==> config.mk <==
export PLATFORM = sky130hd
export DESIGN_NAME = imc_power_mode
export DESIGN_NICKNAME = d
export VERILOG_FILES = /design/src/hdl/imc_pkg.sv /design/src/hdl/imc_power_mode.sv
export VERILOG_INCLUDE_DIRS = /design/src /design/src/hdl
export SDC_FILE = /design/constraint.sdc
export NUM_CORES = 1
export LEC_CHECK = 0
export BUFFER_PORTS_ARGS = -buffer_cell sky130_fd_sc_hd__buf_2
export CAP_MARGIN = 20
export CORE_AREA = 2 2 117 119
export CTS_BUF_LIST = sky130_fd_sc_hd__clkbuf_4 sky130_fd_sc_hd__clkbuf_8 sky130_fd_sc_hd__clkbuf_16
export DETAILED_ROUTE_END_ITERATION = 12
export DIE_AREA = 0 0 119 121
export PLACE_DENSITY = 0.87
export SETUP_SLACK_MARGIN = 0.4
export SYNTH_ARGS = -nofsm -noshare
export SYNTH_HDL_FRONTEND = slang
export SYNTH_SLANG_ARGS = --single-unit
==> constraint.sdc <==
create_clock -name mclk -period 2.1 [get_ports mclk]
set_clock_uncertainty 0.2 [all_clocks]
set_input_delay 0.105 -clock mclk [delete_from_list [all_inputs] [get_ports mclk]]
set_output_delay 0.105 -clock mclk [all_outputs]
set_load 0.03 [all_outputs]
==> src/hdl/imc_consts.svh <==
`ifndef IMC_CONSTS_SVH
`define IMC_CONSTS_SVH

// ===========================================
// register offsets
`define IMC_OFS_GYRO_RATE 8'h10
`define IMC_OFS_GYRO_MODE 8'h12
`define IMC_OFS_ACCEL_RATE 8'h20

// ===========================================
// field positions
`define IMC_RATE_MSB 7
`define IMC_RATE_LSB 5
`define IMC_FS_MSB 4
`define IMC_FS_LSB 3
`define IMC_LP_BIT 7

// ===========================================
// reset values and codes
`define IMC_REG_RST 8'h00
`define IMC_RATE_OFF 3'h0
`define IMC_RATE_LP_MAX 3'h3
`define IMC_RATE_RSVD 3'h7
`define IMC_FS_WIDEST 2'h3
`define IMC_ACC_MID 16'h8000
`define IMC_TEMP_REF 16'h0000

`endif

==> src/hdl/imc_pkg.sv <==
package imc_pkg;

	// ===========================================
	// gyroscope power states
	typedef enum logic [1:0] {
		IMC_GP_DOWN = 2'b00,
		IMC_GP_LOW = 2'b01,
		IMC_GP_NORMAL = 2'b10
	} imc_gpow_t;

	// ===========================================
	// operating modes
	typedef enum logic [1:0] {
		IMC_M_IDLE = 2'b00,
		IMC_M_ACCEL = 2'b01,
		IMC_M_JOINT = 2'b10
	} imc_mode_t;

	// ===========================================
	// register port request
	typedef struct packed {
		logic wr;
		logic rd;
		logic [7:0] addr;
		logic [7:0] wdata;
	} imc_req_t;

	// ===========================================
	// applied configuration
	typedef struct packed {
		imc_mode_t mode;
		logic [2:0] rate;
		logic [2:0] acc_rate;
		logic lp;
		logic [1:0] fs;
	} imc_cfg_t;

endpackage : imc_pkg

==> src/hdl/imc_power_mode.sv <==
// What this block does
// - accel write: accel normal, gyro powered down
// - gyro rate write: both active unless rate code 000 or 111 (gyro down), one rate
// - mode change takes one register write
// - gyro has down, low-power, normal only
// - rate code 000 down, 001..110 rates
// - low power only at three lowest rates
// - low power needs bit set, else normal
// - low power only at widest full scale
// - accel output two's complement, zero is 0
// - counterclockwise rotation reads positive
// - temperature reads zero at reference point
`timescale 1ns/1ps
`include "imc_consts.svh"

module imc_power_mode #(
	parameter int AXES = 3,
	parameter logic [15:0] TEMP_REF = `IMC_TEMP_REF
) (
	// clock and reset
	input wire logic mclk,
	input wire logic rst,
	// register port
	input wire imc_pkg::imc_req_t req,
	output logic [7:0] reg_rdata,
	// sensing core
	input wire logic sample_tick,
	input wire logic [AXES-1:0][15:0] accel_raw,
	input wire logic [AXES-1:0][15:0] gyro_raw,
	input wire logic [15:0] temp_raw,
	// data outputs
	output logic [AXES-1:0][15:0] accel_out,
	output logic [AXES-1:0][15:0] gyro_out,
	output logic [15:0] temp_out,
	output logic data_valid,
	// power state
	output imc_pkg::imc_gpow_t gyro_pow,
	output logic accel_on,
	output logic joint_mode,
	output logic [2:0] output_rate
);

	// ===========================================
	// decode
	function automatic imc_pkg::imc_gpow_t gyro_power(
		input logic [2:0] rate,
		input logic lp,
		input logic [1:0] fs
	);
		if (rate == `IMC_RATE_OFF || rate == `IMC_RATE_RSVD) begin
			gyro_power = imc_pkg::IMC_GP_DOWN;
		end else if (lp && rate <= `IMC_RATE_LP_MAX &&
			fs == `IMC_FS_WIDEST) begin
			gyro_power = imc_pkg::IMC_GP_LOW;
		end else begin
			gyro_power = imc_pkg::IMC_GP_NORMAL;
		end
	endfunction : gyro_power

	// ===========================================
	// register file
	logic [7:0] gyro_rate_control;
	logic [7:0] gyro_mode_control;
	logic [7:0] accel_rate_control;
	imc_pkg::imc_mode_t pend_mode;
	imc_pkg::imc_cfg_t cfg;
	imc_pkg::imc_cfg_t next_cfg;
	logic [7:0] next_rdata;
	wire logic wr_rate = req.wr && req.addr == `IMC_OFS_GYRO_RATE;
	wire logic wr_gmode = req.wr && req.addr == `IMC_OFS_GYRO_MODE;
	wire logic wr_acc = req.wr && req.addr == `IMC_OFS_ACCEL_RATE;

	// unmapped offsets read as zero
	assign next_rdata =
		(req.addr == `IMC_OFS_GYRO_RATE) ? gyro_rate_control :
		(req.addr == `IMC_OFS_GYRO_MODE) ? gyro_mode_control :
		(req.addr == `IMC_OFS_ACCEL_RATE) ? accel_rate_control :
		`IMC_REG_RST;

	always_ff @(posedge mclk) begin
		if (rst) begin
			gyro_rate_control <= `IMC_REG_RST;
			gyro_mode_control <= `IMC_REG_RST;
			accel_rate_control <= `IMC_REG_RST;
			pend_mode <= imc_pkg::IMC_M_IDLE;
			reg_rdata <= `IMC_REG_RST;
		end else begin
			if (wr_rate) begin
				gyro_rate_control <= req.wdata;
				pend_mode <= imc_pkg::IMC_M_JOINT;
			end
			if (wr_gmode) begin
				gyro_mode_control <= req.wdata;
			end
			if (wr_acc) begin
				accel_rate_control <= req.wdata;
				pend_mode <= imc_pkg::IMC_M_ACCEL;
			end
			if (req.rd) begin
				reg_rdata <= next_rdata;
			end
		end
	end

	// ===========================================
	// applied configuration
	// staged until the sample edge so that no sample mixes two settings
	assign next_cfg = '{
		mode: pend_mode,
		rate: gyro_rate_control[`IMC_RATE_MSB:`IMC_RATE_LSB],
		acc_rate: accel_rate_control[`IMC_RATE_MSB:`IMC_RATE_LSB],
		lp: gyro_mode_control[`IMC_LP_BIT],
		fs: gyro_rate_control[`IMC_FS_MSB:`IMC_FS_LSB]
	};

	wire logic next_joint = next_cfg.mode == imc_pkg::IMC_M_JOINT;
	wire imc_pkg::imc_gpow_t next_gpow = next_joint ?
		gyro_power(next_cfg.rate, next_cfg.lp, next_cfg.fs) :
		imc_pkg::IMC_GP_DOWN;
	// reserved code reports as no rate
	wire logic [2:0] next_grate = (next_cfg.rate == `IMC_RATE_RSVD) ?
		`IMC_RATE_OFF : next_cfg.rate;
	wire logic [2:0] next_orate = next_joint ? next_grate :
		next_cfg.acc_rate;

	always_ff @(posedge mclk) begin
		if (rst) begin
			cfg <= '0;
			gyro_pow <= imc_pkg::IMC_GP_DOWN;
			accel_on <= 1'b0;
			joint_mode <= 1'b0;
			output_rate <= `IMC_RATE_OFF;
		end else if (sample_tick) begin
			cfg <= next_cfg;
			gyro_pow <= next_gpow;
			accel_on <= next_cfg.mode != imc_pkg::IMC_M_IDLE;
			joint_mode <= next_joint;
			output_rate <= next_orate;
		end
	end

	// ===========================================
	// output data formatting
	wire logic gyro_live = gyro_pow != imc_pkg::IMC_GP_DOWN;

	always_ff @(posedge mclk) begin
		if (rst) begin
			temp_out <= 16'h0000;
			data_valid <= 1'b0;
		end else begin
			data_valid <= sample_tick && accel_on;
			if (sample_tick && accel_on) begin
				temp_out <= temp_raw - TEMP_REF;
			end
		end
	end

	genvar ax;
	generate
		for (ax = 0; ax < AXES; ax++) begin : g_axis
			always_ff @(posedge mclk) begin
				if (rst) begin
					accel_out[ax] <= 16'h0000;
					gyro_out[ax] <= 16'h0000;
				end else if (sample_tick && accel_on) begin
					// mid-scale raw code maps to all-zero
					accel_out[ax] <= accel_raw[ax] ^ `IMC_ACC_MID;
					// raw core is clockwise-positive, so negate
					gyro_out[ax] <= gyro_live ?
						16'h0000 - gyro_raw[ax] : 16'h0000;
				end
			end
		end
	endgenerate
endmodule : imc_power_mode
==> flow_metrics.py, run 1 <==
metrics = {
    "timing": {
        "hold_viol": 1,
        "worstMarginPinSlew_ns": 0.614,
        "setup_viol": 0,
        "finalCriticalPeriod_ns": 1.73,
        "holdWs_ns": -0.0208,
        "fin_setup_tns_ns": 0,
        "rsz0062_at_grt": "yes",
        "slew_headroom": 0.591,
        "period_share": 0.824,
        "max_freq_mhz": 578,
        "slew_viol_final": 0,
    },
    "detailed_routing": {
        "drtIter0Drc": 648,
        "vias_per_cell": 5.66,
        "num_vias": 7409,
        "antenna_left": 0,
        "drc": 0,
        "wl_per_cell_um": 18.6,
        "wl_mm": 24.4,
        "dr.pass1.iters": 5,
    },
    "clock_tree": {
        "clock-sinks": 154,
        "h-tree-depth": 4,
        "tritoncts": "built",
        "clkTransAtPathRegs_ns": 0.06,
        "cts-root-buf": "clkbuf_16",
        "cts_buffers": 17,
        "clk_latency_ns": 0.41,
        "cts_buffer_depth": 2,
    },
    "global_routing": {
        "top_usage_layer": "met2",
        "use_met3": 0.102,
        "met2_usage": 0.557,
        "overflow": 0,
        "first_global_vias": 7353,
        "grt_use_met1": 0.332,
        "grt_start_max_net_pins": 78,
        "antenna_found_initial": 1,
        "grt_pass1_wl_mm": 36.3,
        "grt_util_all_layers": 0.318,
    },
    "floorplan": {
        "die_h_um": 121,
        "die_area_um2": 14400,
        "rows": 42,
        "die_width_um": 119,
        "start_util": 0.474,
        "core-area_um2": 13100,
        "ios": 261,
    },
    "critical_path": {
        "cp_max_fo": 4,
        "critPathRequiredTime_ns": 2.20,
        "cp.arrival_ns": 1.83,
        "cp-start-kind": "input port",
        "path_class": "in -> reg",
        "end_kind": "flop",
    },
    "yosys": {
        "yosysSeqAreaShare": 0.497,
        "synth_area_um2": 6200,
        "postSynthAreaPerCell_um2": 8.64,
        "synthesis.nets": 854,
        "syn_inst": 718,
        "ys_ff_latch": 154,
        "ys.flop_type": "dfxtp_1",
        "yosys_warnings": 0,
        "ys_top_cells_by_area": "dfxtp_1, nand2_1, a21oi_1, nor2_1, a22o_1",
        "async_flop_share": 0,
        "synth_top_area_frac": 0.497,
        "yosys.area.top_type": "dfxtp_1",
        "synth.distinct_cells": 44,
        "synth_edf_count": 0,
    },
    "place": {
        "postPlaceCellArea_um2": 7800,
        "dp.cells": 1136,
        "io_buffers": 260,
        "gp_congestion": 0.844,
        "post-dp-hpwl_mm": 12.6,
    },
    "layout": {
        "fin_util": 0.761,
        "final_nets": 1255,
        "area_growth_syn_to_layout_pct": 60.6,
        "drive_above_1_share": 0.300,
        "final_cells": 1310,
        "design_area_um2": 9960,
    },
    "status": {
        "failed_checks": "hold timing",
        "outcome": "complete, but fails checks",
    },
    "pwr": {
        "ir_worst_vdd_v": 0.000621,
        "powerDensity_nw_per_um2": 705,
        "leakage_uw": 0.00440,
    },
    "hold_path": {
        "hp-class": "in -> reg",
    },
    "flow_run": {
        "drv_cap": 0,
    },
}
path summary, 6_finish.rpt:
path / cells after the start / slack [ns] / start / to
max: 5 / 0.37 / gyro_raw[26] / gyro_out[31]
max reg2reg: 4 / 0.44 / accel_on / accel_out[2]
min reg2reg: 2 / 0.25 / gyro_mode_control[4] / gyro_mode_control[4]
min: 4 / -0.02 / gyro_raw[19] / gyro_out[22]
area by class of cell:
cell class                 count  area [um^2]
timing repair buffer         424         2960
fill                         767         3130
inverter                       9         33.8
sequential                   154         3090
tap                          176          220
antenna                        2         5.00
clock inverter                13          168
clock buffer                  19          447
multi-input combinational    513         3030
layout by cell type (no fill, tap or decap), types with 7 or more instances in the layout:
cell,count
dfxtp_1,152
dlygate4sd3_1,132
o31ai_1,7
nand2_1,157
xor2_1,21
xnor2_1,10
mux2i_1,16
inv_1,9
a21oi_1,73
a22o_1,24
buf_2,255
nand4_1,14
nor3_1,13
nor2_1,58
buf_6,7
a32o_1,9
clkbuf_16,18
a22oi_1,22
nand2b_1,7
buf_4,23
critical path, cell delays in order:
cell	delay [ns]
buf_2	0.12
nor4_2	0.52
nand3b_1	0.25
or4_1	0.55
a32o_1	0.28
per-stage QoR:
stage	total power, uW	setup slack, ns
after floorplan	3320	0.346
after global placement	3590	0.165
after detailed placement	3600	0.147
after CTS	6940	0.404
after global routing	7210	0.356
final	7020	0.369
flip-flops by register name (all words and copies together) (netlist names):
signal              flops
gyro_mode_control       8
pend_mode               2
accel_rate_control      8
output_rate             3
reg_rdata               8
accel_on                1
gyro_rate_control       8
gyro_pow                2
accel_out              48
joint_mode              1
data_valid              1
temp_out               16
gyro_out               48
Yosys cell counts, types with 6 or more instances:
master	count
a21oi_1	73
a22o_1	24
a22oi_1	22
a32o_1	9
clkbuf_1	39
dfxtp_1	154
inv_1	9
mux2i_1	16
nand2_1	159
nand2b_1	7
nand3_1	6
nand3b_1	6
nand4_1	14
nor2_1	61
nor3_1	16
nor4_1	6
o31ai_1	8
xnor2_1	10
xor2_1	21
kinds of logic (layout without fill, tap and decap cells):
| group | Yosys count | in the layout | share of synthesized area |
|---|---|---|---|
| XOR/XNOR | 31 | 31 | 0.0438 |
| other | 0 | 2 | 0 |
| buffers and inverters | 51 | 465 | 0.0323 |
| adder cells (fa/ha/maj) | 3 | 3 | 0.00605 |
| multiplexers | 16 | 16 | 0.0258 |
| AO/OA/AOI/OAI | 156 | 156 | 0.169 |
| flip-flops | 154 | 154 | 0.497 |
| AND/OR/NAND/NOR | 307 | 307 | 0.226 |
per-layer routing:
| metal | vias up | wire [um] |
|---|---|---|
| met5 | - | 0 |
| met4 | 0 | 1260 |
| met3 | 106 | 2320 |
| met2 | 515 | 12200 |
| met1 | 3468 | 8620 |
| li1 | 3320 | - |
timing repair:
| item | 4_1_cts | 5_1_grt |
|---|---|---|
| hold buffers | 134 | 2 |
| gates resized for setup | 2 | 29 |
| cloned | 0 | 1 |
| setup buffers | 0 | 3 |
| pin swaps | 0 | 4 |
| endpoints found under the setup margin | 21 | 16 |
| hold endpoints to repair | 151 | 3 |
power breakdown:
group	switching, uW	total, uW	leakage [uW]	internal, uW
Combinational	441	838	0.00287	397
Clock	1270	3190	0.000286	1930
Sequential	23.3	2980	0.00125	2960
Total	1730	7020	0.00440	5280
No activity file was read; power rests on OpenSTA's default activity.
==> run 2, diff against run 1 <==
- CORE_AREA: 2 2 117 119 -> 2 2 124 126
- DIE_AREA: 0 0 119 121 -> 0 0 126 128
- PLACE_DENSITY: 0.87 -> 0.82
- clock period: 2.1 -> 1.48 ns (I/O delays scaled with it)
==> run 2 against run 1 <==
- the run ends with hold timing, setup timing left
- via count is 18% higher
- first-iteration DRC count is 41% higher
- final cell count is 9.2% higher
- wire length is 49% higher
- critical path depth is 2 higher
- register-to-register slack worse by 0.60 ns
- utilization is 11 points higher
- power is 51% higher
- worst setup slack worse by 0.79 ns
- sequential cell count stayed put
- largest cell class is now non-clock buffers
- largest power group unchanged
- highest routed layer is now met5
==> flow_metrics.py, run 2 (synthesized netlist as in run 1, its figures left out) <==
metrics = {
    "detailed_routing": {
        "num_vias": 8728,
        "drtIter0Drc": 911,
        "wl_mm": 36.4,
        "wl_per_cell_um": 25.5,
        "drc": 0,
        "dr.pass1.iters": 6,
        "antenna_left": 0,
        "vias_per_cell": 6.10,
    },
    "timing": {
        "fin_setup_tns_ns": -1.08,
        "slew_viol_final": 0,
        "max_freq_mhz": 525,
        "layout_setup_ws_ns": -0.426,
        "setup_viol": 16,
        "rsz0062_at_grt": "yes",
        "period_share": 1.29,
        "slew_headroom": 0.382,
        "holdWs_ns": -0.198,
        "finalCriticalPeriod_ns": 1.91,
        "hold_viol": 39,
        "worstMarginPinSlew_ns": 0.927,
    },
    "floorplan": {
        "die_width_um": 126,
        "core-area_um2": 14900,
        "start_util": 0.417,
        "die_area_um2": 16100,
        "rows": 45,
        "die_h_um": 128,
        "ios": 261,
    },
    "global_routing": {
        "first_global_vias": 7738,
        "grt_start_max_net_pins": 57,
        "met2_usage": 0.528,
        "grt_use_met1": 0.316,
        "grt_pass1_wl_mm": 38.4,
        "top_usage_layer": "met2",
        "antenna_found_initial": 5,
        "use_met3": 0.0839,
        "overflow": 0,
        "grt_util_all_layers": 0.296,
    },
    "hold_path": {
        "hold_start": "gyro_raw[0]",
        "holdPathStages": 3,
        "hp-class": "in -> reg",
    },
    "layout": {
        "final_cell_mix": "buf_6, buf_4, buf_2",
        "fin_util": 0.869,
        "final_common_cell": "buf_6",
        "design_area_um2": 12900,
        "drive_above_1_share": 0.619,
        "final_nets": 1361,
        "n_fill_cell": 615,
        "area_growth_syn_to_layout_pct": 108,
        "reg_top3": "accel_out x48, gyro_out x48, temp_out x16",
    },
    "critical_path": {
        "worst_path_largest_cell_delay_ns": 0.52,
        "critPathRequiredTime_ns": 1.59,
        "cp.arrival_ns": 2.02,
        "r2r_cells": 6,
        "path_class": "in -> reg",
        "crit_chain": "buf_2 -> buf_4 -> nor3_1 -> buf_4 -> nand4_1 -> xor2_1 -> a22o_1",
        "crit_path_start": "gyro_raw[33]",
        "path_buf_inv": 3,
        "cp-start-kind": "input port",
        "crit_top_cell": "buf_4",
        "end_kind": "flop",
        "cp_num_cells": 7,
        "critical-path-top-delay-family": "simple AND/OR/NAND/NOR gates",
        "cp_max_fo": 3,
        "r2r_start": "accel_on",
        "critPathSlowestCell": "xor2_1",
    },
    "clock_tree": {
        "clock-sinks": 154,
        "clkTransAtPathRegs_ns": 0.07,
        "h-tree-depth": 4,
        "clk_latency_ns": 0.43,
        "cts_buffers": 17,
        "cts-root-buf": "clkbuf_16",
        "cts_buffer_depth": 2,
        "tritoncts": "built",
    },
    "flow_run": {
        "drv_cap": 0,
    },
    "status": {
        "outcome": "complete, but fails checks",
        "failed_checks": "hold timing, setup timing",
    },
    "place": {
        "io_buffers": 260,
        "gp_congestion": 0.890,
        "post-dp-hpwl_mm": 13.4,
        "postPlaceCellArea_um2": 8580,
        "dpl_worst_slack_ns": -0.372,
    },
    "pwr": {
        "ir_worst_vdd_v": 0.000954,
        "total_power_uw": 10600,
        "leakage_uw": 0.00554,
        "powerDensity_nw_per_um2": 820,
    },
}
[run 2: cell count changes in the layout (fill, tap and decap cells not counted), moves of 44 or more]
cell / previous run / this run
dfxtp_2: 2 / 119
buf_2: 255 / 131
buf_4: 23 / 137
dfxtp_1: 152 / 20
nand2_1: 157 / 108
a21oi_1: 73 / 29
buf_6: 7 / 138
[run 2: worst min-delay path, stage by stage]
cell	delay (ns)
buf_2	0.17
a22oi_2	0.07
nor2_1	0.08
[run 2: metal layers]
metal	share of wire	vias up
met5	0.00044	-
met4	0.094	4
met3	0.10	341
met2	0.48	819
met1	0.32	4024
li1	-	3540
[run 2: final timing paths]
kind	endpoint	slack [ns]
worst max-delay path	gyro_out[45]	-0.43
worst min-delay path	gyro_out[0]	-0.20
worst max register to register	gyro_out[45]	-0.16
worst min register to register	gyro_mode_control[0]	0.26
[run 2: what timing repair did]
item                                    4_1_cts  5_1_grt
pin swaps                                    28       93
cloned                                        8       10
endpoints found under the setup margin      247      280
hold buffers                                 91        8
hold endpoints to repair                    153       44
gates resized for setup                     182      481
setup buffers                                36       41
[run 2: per-stage QoR]
stage | hold WS, ns | std cells
after floorplan | -0.0314 | 718
after global placement | 0.0559 | 1204
final | -0.198 | 1430
after global routing | -0.178 | 1429
after CTS | -0.221 | 1371
after detailed placement | 0.0583 | 1204
[run 2: power by group]
group | total, uW | internal, uW | switching (uW)
Clock | 4730 | 2790 | 1940
Combinational | 1620 | 772 | 844
Sequential | 4240 | 4190 | 58.9
Total | 10600 | 7750 | 2840
[run 2: area by class of cell]
cell class,instances,area [um^2],share of cell area
Antenna cell,4,10.0,0.000775
Clock buffer,20,460,0.0356
Clock inverter,12,160,0.0124
Inverter,9,68.8,0.00533
Multi-Input combinational cell,514,3850,0.298
Sequential cell,154,3290,0.254
Tap cell,188,235,0.0182
Timing Repair Buffer,529,4850,0.375
